===== src/wdr_pkg.sv =====
/*
 * Constants for the wake-up / watchdog / reset supervisor: clock rate,
 * timing coefficients per ohm of the timing resistor, derived cycle
 * counts, reset values and the state encoding.
 * Assumes a single 100 MHz block clock; timing resistor chosen at build.
 */
// How it works
// - The wake-up output is a square wave, high for the first half of each period until an edge is accepted, low for the rest.
// - Period, reset delay and reset-high-to-wake-up delay all scale from one timing resistance.
// - Only falling watchdog edges count, and the controller must give one every period.
// - An accepted watchdog edge drives the wake-up output low for the rest of its period.
// - Further watchdog edges in the same period are ignored.
// - A period without a watchdog edge ends in an active-low reset pulse.
// - At power-up reset stays low until the output is in regulation.
// - On undervoltage reset goes low and releases one reset delay after recovery.
// - A low control supply forces reset low whatever the output does.
// - The wake-up output is low whenever reset is low.
// - After reset release the wake-up cycle restarts after the high-to-wake-up delay.
// - Enable high turns the pass element on, enable low shuts it off.
package wdr_pkg;

    // block clock
    localparam real CLK_HZ = 100.0e6;

    // timing resistor and per-ohm coefficients, in seconds per ohm
    localparam real RDELAY_OHM          = 60000.0;
    localparam real WAKE_S_PER_OHM      = 4.17e-7;
    localparam real RST_DLY_S_PER_OHM   = 5.21e-8;
    localparam real WAKE_DLY_S_PER_OHM  = 2.08e-7;

    // derived cycle counts, at the default resistor value
    localparam int unsigned WAKE_PERIOD_CYC =
        int'(WAKE_S_PER_OHM * RDELAY_OHM * CLK_HZ);
    localparam int unsigned RST_DLY_CYC =
        int'(RST_DLY_S_PER_OHM * RDELAY_OHM * CLK_HZ);
    localparam int unsigned WAKE_DLY_CYC =
        int'(WAKE_DLY_S_PER_OHM * RDELAY_OHM * CLK_HZ);

    // counter width, enough for several seconds at 100 MHz
    localparam int CNT_W = 32;

    // values after reset
    localparam logic RST_N_INIT = 1'b0;
    localparam logic WAKE_INIT  = 1'b0;
    localparam logic PASS_INIT  = 1'b0;

    // reset cause codes
    localparam logic [2:0] CAUSE_NONE  = 3'h0;
    localparam logic [2:0] CAUSE_REG   = 3'h1;
    localparam logic [2:0] CAUSE_SUPP  = 3'h2;
    localparam logic [2:0] CAUSE_WDOG  = 3'h4;

    // supervisor states, one-hot
    typedef enum logic [3:0] {
        ST_HOLD  = 4'b0001,
        ST_RDLY  = 4'b0010,
        ST_WDLY  = 4'b0100,
        ST_RUN   = 4'b1000
    } sup_state_t;

endpackage


===== src/wdi_carrier_if.sv =====
/*
 * Carrier between the watchdog edge detector and the supervisor:
 * synchronised level and a one-cycle falling-edge pulse.
 * Assumes both ends sit in the core_clk domain.
 */
`timescale 1ns/1ps
interface wdi_carrier_if;
    logic level;
    logic fall;

    modport src (output level, output fall);
    modport dst (input level, input fall);
endinterface


===== src/wdi_edge_detect.sv =====
/*
 * Watchdog input conditioner: two-stage synchroniser and falling-edge
 * detector working on the second stage only.
 * Assumes watchdog_input may come from another clock or a slow pin.
 */
`timescale 1ns/1ps
module wdi_edge_detect (
    // clock and reset
    input  wire logic core_clk,
    input  wire logic srst,
    // raw watchdog pin
    input  wire logic watchdog_input,
    // conditioned outputs
    wdi_carrier_if.src car
);
    logic sync_a;
    logic sync_b;
    logic prev_b;
    logic fall_q;
    logic next_fall;

    // edge found only between synced samples, never on sync_a
    always_comb begin
        next_fall = prev_b & ~sync_b;
    end

    // synchroniser starts high so a low pin at release reads as one falling edge
    always_ff @(posedge core_clk) begin
        if (srst) begin
            sync_a <= 1'b1;
            sync_b <= 1'b1;
            prev_b <= 1'b1;
            fall_q <= 1'b0;
        end else begin
            sync_a <= watchdog_input;
            sync_b <= sync_a;
            prev_b <= sync_b;
            fall_q <= next_fall;
        end
    end

    assign car.level = prev_b;
    assign car.fall  = fall_q;
endmodule


===== src/wakeup_watchdog_reset_supervisor.sv =====
/*
 * Supervisor top: power-good reset with delay, control-supply reset,
 * wake-up square wave generator and watchdog window check.
 * Assumes all status inputs are synchronous to core_clk and that the
 * analog regulation itself sits outside this block.
 */
`timescale 1ns/1ps
module wakeup_watchdog_reset_supervisor #(
    parameter int unsigned WAKE_PERIOD_CYC = wdr_pkg::WAKE_PERIOD_CYC,
    parameter int unsigned RST_DLY_CYC     = wdr_pkg::RST_DLY_CYC,
    parameter int unsigned WAKE_DLY_CYC    = wdr_pkg::WAKE_DLY_CYC
) (
    // clock and reset
    input  wire logic       core_clk,
    input  wire logic       srst,
    // regulator status
    input  wire logic       out_in_regulation,
    input  wire logic       supply_low,
    input  wire logic       enable,
    // controller link
    input  wire logic       watchdog_input,
    output logic            wakeup,
    output logic            reset_n,
    // regulator control and status
    output logic            pass_on,
    output logic [2:0]      reset_cause,
    output logic            watchdog_miss
);
    localparam int CW = wdr_pkg::CNT_W;

    // cycle counts at counter width, never below one cycle
    localparam logic [CW-1:0] PERIOD_N =
        (WAKE_PERIOD_CYC < 2) ? CW'(2) : CW'(WAKE_PERIOD_CYC);
    localparam logic [CW-1:0] HALF_N = CW'(PERIOD_N >> 1);
    localparam logic [CW-1:0] RDLY_N =
        (RST_DLY_CYC < 1) ? CW'(1) : CW'(RST_DLY_CYC);
    localparam logic [CW-1:0] WDLY_N =
        (WAKE_DLY_CYC < 1) ? CW'(1) : CW'(WAKE_DLY_CYC);

    wdi_carrier_if wdi ();

    // conditioned watchdog input
    wdi_edge_detect u_wdi (
        .core_clk       (core_clk),
        .srst           (srst),
        .watchdog_input (watchdog_input),
        .car            (wdi.src)
    );

    wdr_pkg::sup_state_t state;
    wdr_pkg::sup_state_t next_state;
    logic [CW-1:0]       cnt;
    logic [CW-1:0]       next_cnt;
    logic                accepted;
    logic                next_accepted;
    logic                next_reset_n;
    logic                next_wakeup;
    logic                next_pass_on;
    logic [2:0]          next_reset_cause;
    logic                next_watchdog_miss;
    logic                reg_bad;
    logic                last_cycle;
    logic                edge_ok;

    // reset conditions that hold reset low while present
    assign reg_bad    = ~out_in_regulation | supply_low;
    assign last_cycle = (cnt == PERIOD_N - CW'(1));
    // first falling edge of the period wins, later ones drop out
    assign edge_ok    = wdi.fall & ~accepted;

    // supervisor next-state logic
    always_comb begin
        next_state         = state;
        next_cnt           = cnt;
        next_accepted      = accepted;
        next_reset_cause   = reset_cause;
        next_watchdog_miss = 1'b0;
        case (state)
            wdr_pkg::ST_HOLD: begin
                // stays here until regulation and supply are good
                next_cnt      = '0;
                next_accepted = 1'b0;
                if (!reg_bad) begin
                    next_state = wdr_pkg::ST_RDLY;
                end
            end
            wdr_pkg::ST_RDLY: begin
                // full reset delay after recovery or after a miss
                next_accepted = 1'b0;
                if (cnt >= RDLY_N - CW'(1)) begin
                    next_cnt   = '0;
                    next_state = wdr_pkg::ST_WDLY;
                end else begin
                    next_cnt = cnt + CW'(1);
                end
            end
            wdr_pkg::ST_WDLY: begin
                // reset high, wake-up low, waiting for first rise
                next_accepted = 1'b0;
                if (cnt >= WDLY_N - CW'(1)) begin
                    next_cnt   = '0;
                    next_state = wdr_pkg::ST_RUN;
                end else begin
                    next_cnt = cnt + CW'(1);
                end
            end
            wdr_pkg::ST_RUN: begin
                // one wake-up period per pass of the counter
                if (edge_ok) begin
                    next_accepted = 1'b1;
                end
                if (last_cycle) begin
                    next_cnt      = '0;
                    next_accepted = 1'b0;
                    if (!accepted && !edge_ok) begin
                        // missed window: reset pulse of one delay
                        next_state         = wdr_pkg::ST_RDLY;
                        next_reset_cause   = wdr_pkg::CAUSE_WDOG;
                        next_watchdog_miss = 1'b1;
                    end
                end else begin
                    next_cnt = cnt + CW'(1);
                end
            end
            default: begin
                next_state    = wdr_pkg::ST_HOLD;
                next_cnt      = '0;
                next_accepted = 1'b0;
            end
        endcase
        // supply and regulation faults override everything
        if (reg_bad) begin
            next_state         = wdr_pkg::ST_HOLD;
            next_cnt           = '0;
            next_accepted      = 1'b0;
            next_watchdog_miss = 1'b0;
            next_reset_cause   = supply_low ? wdr_pkg::CAUSE_SUPP
                                            : wdr_pkg::CAUSE_REG;
        end
    end

    // output next values, taken from the next state except pass_on, which follows enable
    always_comb begin
        // reset high only in the delay-to-wake and run states
        next_reset_n = (next_state == wdr_pkg::ST_WDLY) ||
                       (next_state == wdr_pkg::ST_RUN);
        // high half of the period unless already answered
        next_wakeup  = (next_state == wdr_pkg::ST_RUN) &&
                       (next_cnt < HALF_N) &&
                       !next_accepted;
        // pass element follows enable directly
        next_pass_on = enable;
    end

    // registers; outputs come straight from these flops
    always_ff @(posedge core_clk) begin
        if (srst) begin
            state         <= wdr_pkg::ST_HOLD;
            cnt           <= '0;
            accepted      <= 1'b0;
            reset_n       <= wdr_pkg::RST_N_INIT;
            wakeup        <= wdr_pkg::WAKE_INIT;
            pass_on       <= wdr_pkg::PASS_INIT;
            reset_cause   <= wdr_pkg::CAUSE_REG;
            watchdog_miss <= 1'b0;
        end else begin
            state         <= next_state;
            cnt           <= next_cnt;
            accepted      <= next_accepted;
            reset_n       <= next_reset_n;
            wakeup        <= next_wakeup;
            pass_on       <= next_pass_on;
            reset_cause   <= next_reset_cause;
            watchdog_miss <= next_watchdog_miss;
        end
    end
endmodule


===== config.mk =====
export PLATFORM = sky130hd
export DESIGN_NAME = wakeup_watchdog_reset_supervisor
export DESIGN_NICKNAME = d
export VERILOG_FILES = /design/src/wdr_pkg.sv /design/src/wdi_carrier_if.sv /design/src/wdi_edge_detect.sv /design/src/wakeup_watchdog_reset_supervisor.sv
export SDC_FILE = /design/constraint.sdc
export NUM_CORES = 1
export LEC_CHECK = 0
export ABC_AREA = 1
export BUFFER_PORTS_ARGS = -buffer_cell sky130_fd_sc_hd__buf_2
export CORE_ASPECT_RATIO = 0.8
export CORE_UTILIZATION = 35
export DETAILED_ROUTE_END_ITERATION = 12
export PLACE_DENSITY = 0.48
export SYNTH_ARGS = -nofsm -noshare
export SYNTH_HDL_FRONTEND = slang
export SYNTH_SLANG_ARGS = --single-unit

===== constraint.sdc =====
create_clock -name core_clk -period 4.78 [get_ports core_clk]
set_clock_uncertainty 0.05 [all_clocks]
set_input_delay 0.717 -clock core_clk [delete_from_list [all_inputs] [get_ports core_clk]]
set_output_delay 0.717 -clock core_clk [all_outputs]
set_load 0.02 [all_outputs]

==> results of run 1 <==
-- routing by layer --
| layer | up-vias | wire [um] |
|---|---|---|
| li1 | 1467 | - |
| met1 | 1317 | 4309 |
| met2 | 82 | 3269 |
| met3 | 5 | 434 |
| met4 | 0 | 57 |
| met5 | - | 0 |
-- worst register-to-register path: stages, from the launching register on --
cell and delay (ps):
dfxtp_1 440, ha_1 210, nand2_2 100, nor2_4 160, nand4_1 100, nor2_1 250
nand2_1 130, nand2_2 100, nand3_4 140, nand2_4 160, inv_2 90, nand3_1 100
nand3_1 90, nor2_1 90, nand3_1 90, a21oi_2 110
-- state kept, by name, summed over array words and instances, names as in the netlist --
register         flops
reset_n              1
reset_cause          3
u_wdi.car.fall       1
u_wdi.car.level      1
state                4
wakeup               1
u_wdi.sync_a         1
cnt                 32
u_wdi.sync_b         1
pass_on              1
accepted             1
watchdog_miss        1
-- cell usage in the layout, fill, tap and decap left out, drive strengths merged --
master / n
clkinv: 1
dfxtp: 48
a22o: 1
o21ai: 10
nand2: 113
o221ai: 1
nor2: 103
o21bai: 2
a21o: 2
or2: 7
inv: 58
xor2: 5
clkbuf: 6
bufinv: 1
buf: 12
a31oi: 1
o31ai: 2
nor3: 16
and3: 2
o21a: 1
nand4: 17
nand3b: 2
ha: 2
nand3: 40
a21oi: 7
nor4: 3
a31o: 1
-- layout make-up --
cell class | count | area, sq um
Tap cell | 108 | 135.1
Sequential cell | 48 | 960.9
Inverter | 58 | 217.7
Clock buffer | 6 | 82.58
Timing Repair Buffer | 12 | 60.06
Clock inverter | 2 | 38.79
Fill cell | 914 | 4766
Multi-Input combinational cell | 338 | 1649
-- worst paths after layout --
kind                      from             end  slack, ps  depth (start not counted)
max          out_in_regulation          wakeup       1980                         14
min            u_wdi.car.level  u_wdi.car.fall        360                          2
max reg2reg             cnt[0]          wakeup       2300                         15
min reg2reg    u_wdi.car.level  u_wdi.car.fall        360                          2
-- power by group --
part	total (mW)	internal, mW	switching (mW)
combinational	0.0183	0.00546	0.0129
sequential	0.404	0.403	0.00125
clock	0.323	0.171	0.152
-- metrics by stage --
stage	cell area [sq um]	instances
3_5_place_dp	3023	564
6_report	3144	572
5_1_grt	3144	572
4_1_cts	3144	572
2_1_floorplan	2846	449
3_3_place_gp	3023	564
-- kinds of logic (layout without fill, tap and decap cells) --
kind of cell	Yosys count	after routing	synth area share [%]
AO/OA/AOI/OAI	28	28	6.110
AND/OR/NAND/NOR	303	303	49.41
buffers and inverters	63	78	8.308
XOR/XNOR	5	5	1.538
flip-flops	48	48	33.76
adder cells (fa/ha/maj)	2	2	0.8790
==> flow_metrics.env, run 1 <==
export IMPL_holdBufCountCts=0
export IMPL_yosysMostFrequentCell="nand2_1"
export IMPL_viasPerCell=5.019
export IMPL_min_path_type="reg2reg"
export IMPL_synth_top_area_cell="dfxtp_1"
export IMPL_cts_tree="built"
export IMPL_yosysTopAreaCellShare_pct=33.76
export IMPL_dp_slack_ps=1737
export IMPL_worstPathArrival_ps=2960
export IMPL_drv_slew=0
export IMPL_power_mw=0.7457
export IMPL_synth_main_ff_cell="dfxtp_1"
export IMPL_fin_nets=471
export IMPL_cp_slowest_cell="nor2_1"
export IMPL_powerDensity_nw_per_um2=237.2
export IMPL_crit_top_cell="nand2_1"
export IMPL_postLayoutSetupSlackWorst_ps=1975
export IMPL_row_count=29
export IMPL_syn_cell_area_sq_um=2846
export IMPL_drc_errors=0
export IMPL_htree_num_levels=2
export IMPL_final_core_utilization_pct=39.75
export IMPL_grt_use_met2_pct=30.47
export IMPL_antenna_found_initial=0
export IMPL_timing_hold_ws_ps=362.6
export IMPL_ys_warnings_count=0
export IMPL_die_h_um=82.66
export IMPL_yosysSeqAreaShare_pct=33.76
export IMPL_maxCapViolations=0
export IMPL_cts_made_buffers=5
export IMPL_cts_root_buf="clkbuf_8"
export IMPL_crit_family="simple AND/OR/NAND/NOR gates"
export IMPL_post_cts_resized=0
export IMPL_avgRoutedWirePerCell_um=14.11
export IMPL_worstPathRequired_ps=4940
export IMPL_grt_overflow=0
export IMPL_drt_iter0_markers=199
export IMPL_first_pass_iters=5
export IMPL_setup_violations=0
export IMPL_busiest_layer="met1"
export IMPL_cts_max_path_buffers=2
export IMPL_max_freq_mhz=356.6
export IMPL_vias=2871
export IMPL_p_leak_nw=1.382
export IMPL_yosys_top_cells_count="nand2_1 (103), nor2_1 (92), inv_1 (53)"
export IMPL_cts_sinks=48
export IMPL_ir_worst_vdd_mv=0.1302
export IMPL_grt_max_degree=28
export IMPL_tns_ps=0
export IMPL_dp_hpwl_um=6372
export IMPL_die_area_sq_um=8500
export IMPL_start_kind="input port"
export IMPL_core_area_sq_um=7910
export IMPL_async_flop_share_pct=0
export IMPL_path_class="in2reg"
export IMPL_grt_pass1_wl_um=13280
export IMPL_critPathBufInv=3
export IMPL_syn_to_final_growth_pct=10.46
export IMPL_critical_path_peak_fanout=11
export IMPL_fp_dieW_um=102.8
export IMPL_synthTopCellsByArea="dfxtp_1 (34%), nand2_1 (14%), nor2_1 (12%), inv_1 (7.0%), nand3_1 (6.9%)"
export IMPL_synth_seq_cells=48
export IMPL_antenna_cells=0
export IMPL_grt_met3_usage_pct=3.283
export IMPL_synth_nets=457
export IMPL_drive_above_1_share_pct=11.85
export IMPL_track_usage_pct=20.83
export IMPL_rsz0062_at_grt="no"
export IMPL_slew_limit_headroom_pct=46.71
export IMPL_ant_nets=0
export IMPL_synthesis_area_per_instance_sq_um=6.340
export IMPL_wl_um=8071
export IMPL_path_cells="buf_2 -> inv_1 -> nor2_1 -> nand2_1 -> inv_2 -> o21ai_0 -> a21oi_1 -> nand2_1 -> nor2_1 -> nand2_1 -> nand3_1 -> nand2_1 -> nand2_1 -> a21oi_2"
export IMPL_grt_pass1_vias=2584
export IMPL_start_util_pct=35.99
export IMPL_synthCells=449
export IMPL_grt_use_met1_pct=31.43
export IMPL_post_cts_buffers=0
export IMPL_end_kind="flip-flop"
export IMPL_globalplace_congestion=0.8450
export IMPL_synth_cell_types=34
export IMPL_synth_edf_count=0
export IMPL_run_status="completed"
export IMPL_slowest_delay_ps=600
export IMPL_fin_crit_sh_pct=58.67
export IMPL_clk_latency_ps=310
export IMPL_hold_violations=0
export IMPL_clk_transition_reported_paths_ps=90
export IMPL_pin_count=13
export IMPL_post_route_min_period_ps=2805
export IMPL_io_buffer_count=12
export IMPL_worst_pin_slew_ps=796.4
Note: power is estimated with default switching activity, not from simulation.
==> run 2, diff against run 1 <==
==> constraint.sdc (replaced) <==
create_clock -name core_clk -period 2.7 [get_ports core_clk]
set_clock_uncertainty 0.05 [all_clocks]
set_input_delay 0.405 -clock core_clk [delete_from_list [all_inputs] [get_ports core_clk]]
set_output_delay 0.405 -clock core_clk [all_outputs]
set_load 0.02 [all_outputs]
==> flow_metrics.env, run 2 (same netlist as run 1, synthesis figures left out) <==
export IMPL_run_status="completed"
export IMPL_clk_transition_reported_paths_ps=100
export IMPL_end_kind="flip-flop"
export IMPL_wl_met3_um=542
export IMPL_htree_num_levels=2
export IMPL_setup_violations=0
export IMPL_worstPathArrival_ps=2560
export IMPL_drt_iter0_markers=203
export IMPL_layout_common_cells="nand2_1 (103), nor2_1 (92), inv_1 (53)"
export IMPL_regToRegSetupSlack_ps=330
export IMPL_worst_pin_slew_ps=413.3
export IMPL_cts_root_buf="clkbuf_8"
export IMPL_p_leak_nw=1.397
export IMPL_grt_overflow=0
export IMPL_rr_startpoint="cnt[0]"
export IMPL_grt_max_degree=27
export IMPL_fin_nets=474
export IMPL_stdcell_count=575
export IMPL_pin_count=13
export IMPL_dp_slack_ps=383.3
export IMPL_maxCapViolations=0
export IMPL_globalplace_congestion=0.8995
export IMPL_ant_nets=0
export IMPL_track_usage_pct=20.58
export IMPL_final_core_utilization_pct=40.03
export IMPL_worstHoldStart="watchdog_input"
export IMPL_cts_sinks=48
export IMPL_reg2regPathDepth=15
export IMPL_fp_dieW_um=102.8
export IMPL_drv_slew=0
export IMPL_wl_met2_um=3320
export IMPL_clk_latency_ps=300
export IMPL_post_route_min_period_ps=2367
export IMPL_layout_cells_most_common="nand2_1"
export IMPL_io_buffer_count=12
export IMPL_largest_register_ffs=32
export IMPL_r2r_end="wakeup"
export IMPL_wl_met1_um=4207
export IMPL_avgRoutedWirePerCell_um=14.18
export IMPL_worstPathRequired_ps=2890
export IMPL_cts_tree="built"
export IMPL_cts_max_path_buffers=2
export IMPL_dp_hpwl_um=6400
export IMPL_tns_ps=0
export IMPL_min_path_type="in2reg"
export IMPL_fin_crit_sh_pct=87.68
export IMPL_post_cts_resized=0
export IMPL_largest_register="cnt"
export IMPL_top_regs="cnt (32), state (4), reset_cause (3)"
export IMPL_postLayoutSetupSlackWorst_ps=332.5
export IMPL_viasPerCell=4.962
export IMPL_die_area_sq_um=8500
export IMPL_hold_violations=0
export IMPL_path_class="reg2reg"
export IMPL_post_cts_buffers=0
export IMPL_drc_errors=0
export IMPL_wl_um=8154
export IMPL_powerDensity_nw_per_um2=414.7
export IMPL_syn_to_final_growth_pct=11.25
export IMPL_grt_pass1_wl_um=13050
export IMPL_rsz0062_at_grt="no"
export IMPL_design_area_sq_um=3167
export IMPL_holdPathEnd="u_wdi.sync_a"
export IMPL_placed_cells=567
export IMPL_core_area_sq_um=7910
export IMPL_holdBufCountCts=0
export IMPL_placed_area_sq_um=3045
export IMPL_grt_pass1_vias=2475
export IMPL_vias=2853
export IMPL_hold_path_depth=2
export IMPL_power_mw=1.313
export IMPL_slew_limit_headroom_pct=72.41
export IMPL_antenna_cells=0
export IMPL_start_util_pct=35.99
export IMPL_die_h_um=82.66
export IMPL_drive_above_1_share_pct=12.42
export IMPL_row_count=29
export IMPL_timing_hold_ws_ps=231.0
export IMPL_ir_worst_vdd_mv=0.2217
export IMPL_top_layer="met4"
export IMPL_cts_made_buffers=5
export IMPL_start_kind="flip-flop"
export IMPL_critical_path_peak_fanout=9
export IMPL_antenna_found_initial=0
export IMPL_max_freq_mhz=422.4
export IMPL_first_pass_iters=5
run 2: cell count changes in the layout (fill, tap and decap cells not counted):
cell / change
buf_4: +3
run 2: metal layers:
metal / vias to the layer above / track usage (%)
met5: - / 0
met4: 0 / 4.507
met3: 7 / 2.778
met2: 82 / 30.13
met1: 1292 / 31.51
li1: 1472 / -
run 2: how the worst max path moves through the flow:
stage               startpoint      to
floorplan               cnt[0]  wakeup
global placement        cnt[0]  wakeup
detailed placement      cnt[0]  wakeup
CTS                     cnt[0]  wakeup
global route            cnt[0]  wakeup
finish                  cnt[0]  wakeup
run 2: power by group:
part / internal, mW / switching [mW]
sequential: 0.714 / 0.00238
clock: 0.303 / 0.259
combinational: 0.0116 / 0.0238
total: 1.03 / 0.285
run 2: final cells by class:
| cell class | count | area [sq um] |
|---|---|---|
| well taps | 108 | 135.1 |
| inverters | 58 | 217.7 |
| multi-input cells | 338 | 1649 |
| repair buffers | 15 | 82.58 |
| flip-flops and latches | 48 | 960.9 |
| clock buffers | 6 | 82.58 |
| clock inverters | 2 | 38.79 |
| fillers | 898 | 4743 |
run 2: worst max-delay path, cell delays in order, from the launching register on:
cell,delay [ps]
dfxtp_1,410
ha_1,200
nand2_2,100
nor2_4,150
nand4_1,130
nor2_1,200
nand2_1,110
nand2_2,90
nand3_4,140
nand2_4,160
inv_2,80
nand2_1,90
nand3_1,70
nor2_1,100
nand3_1,100
a21oi_2,110
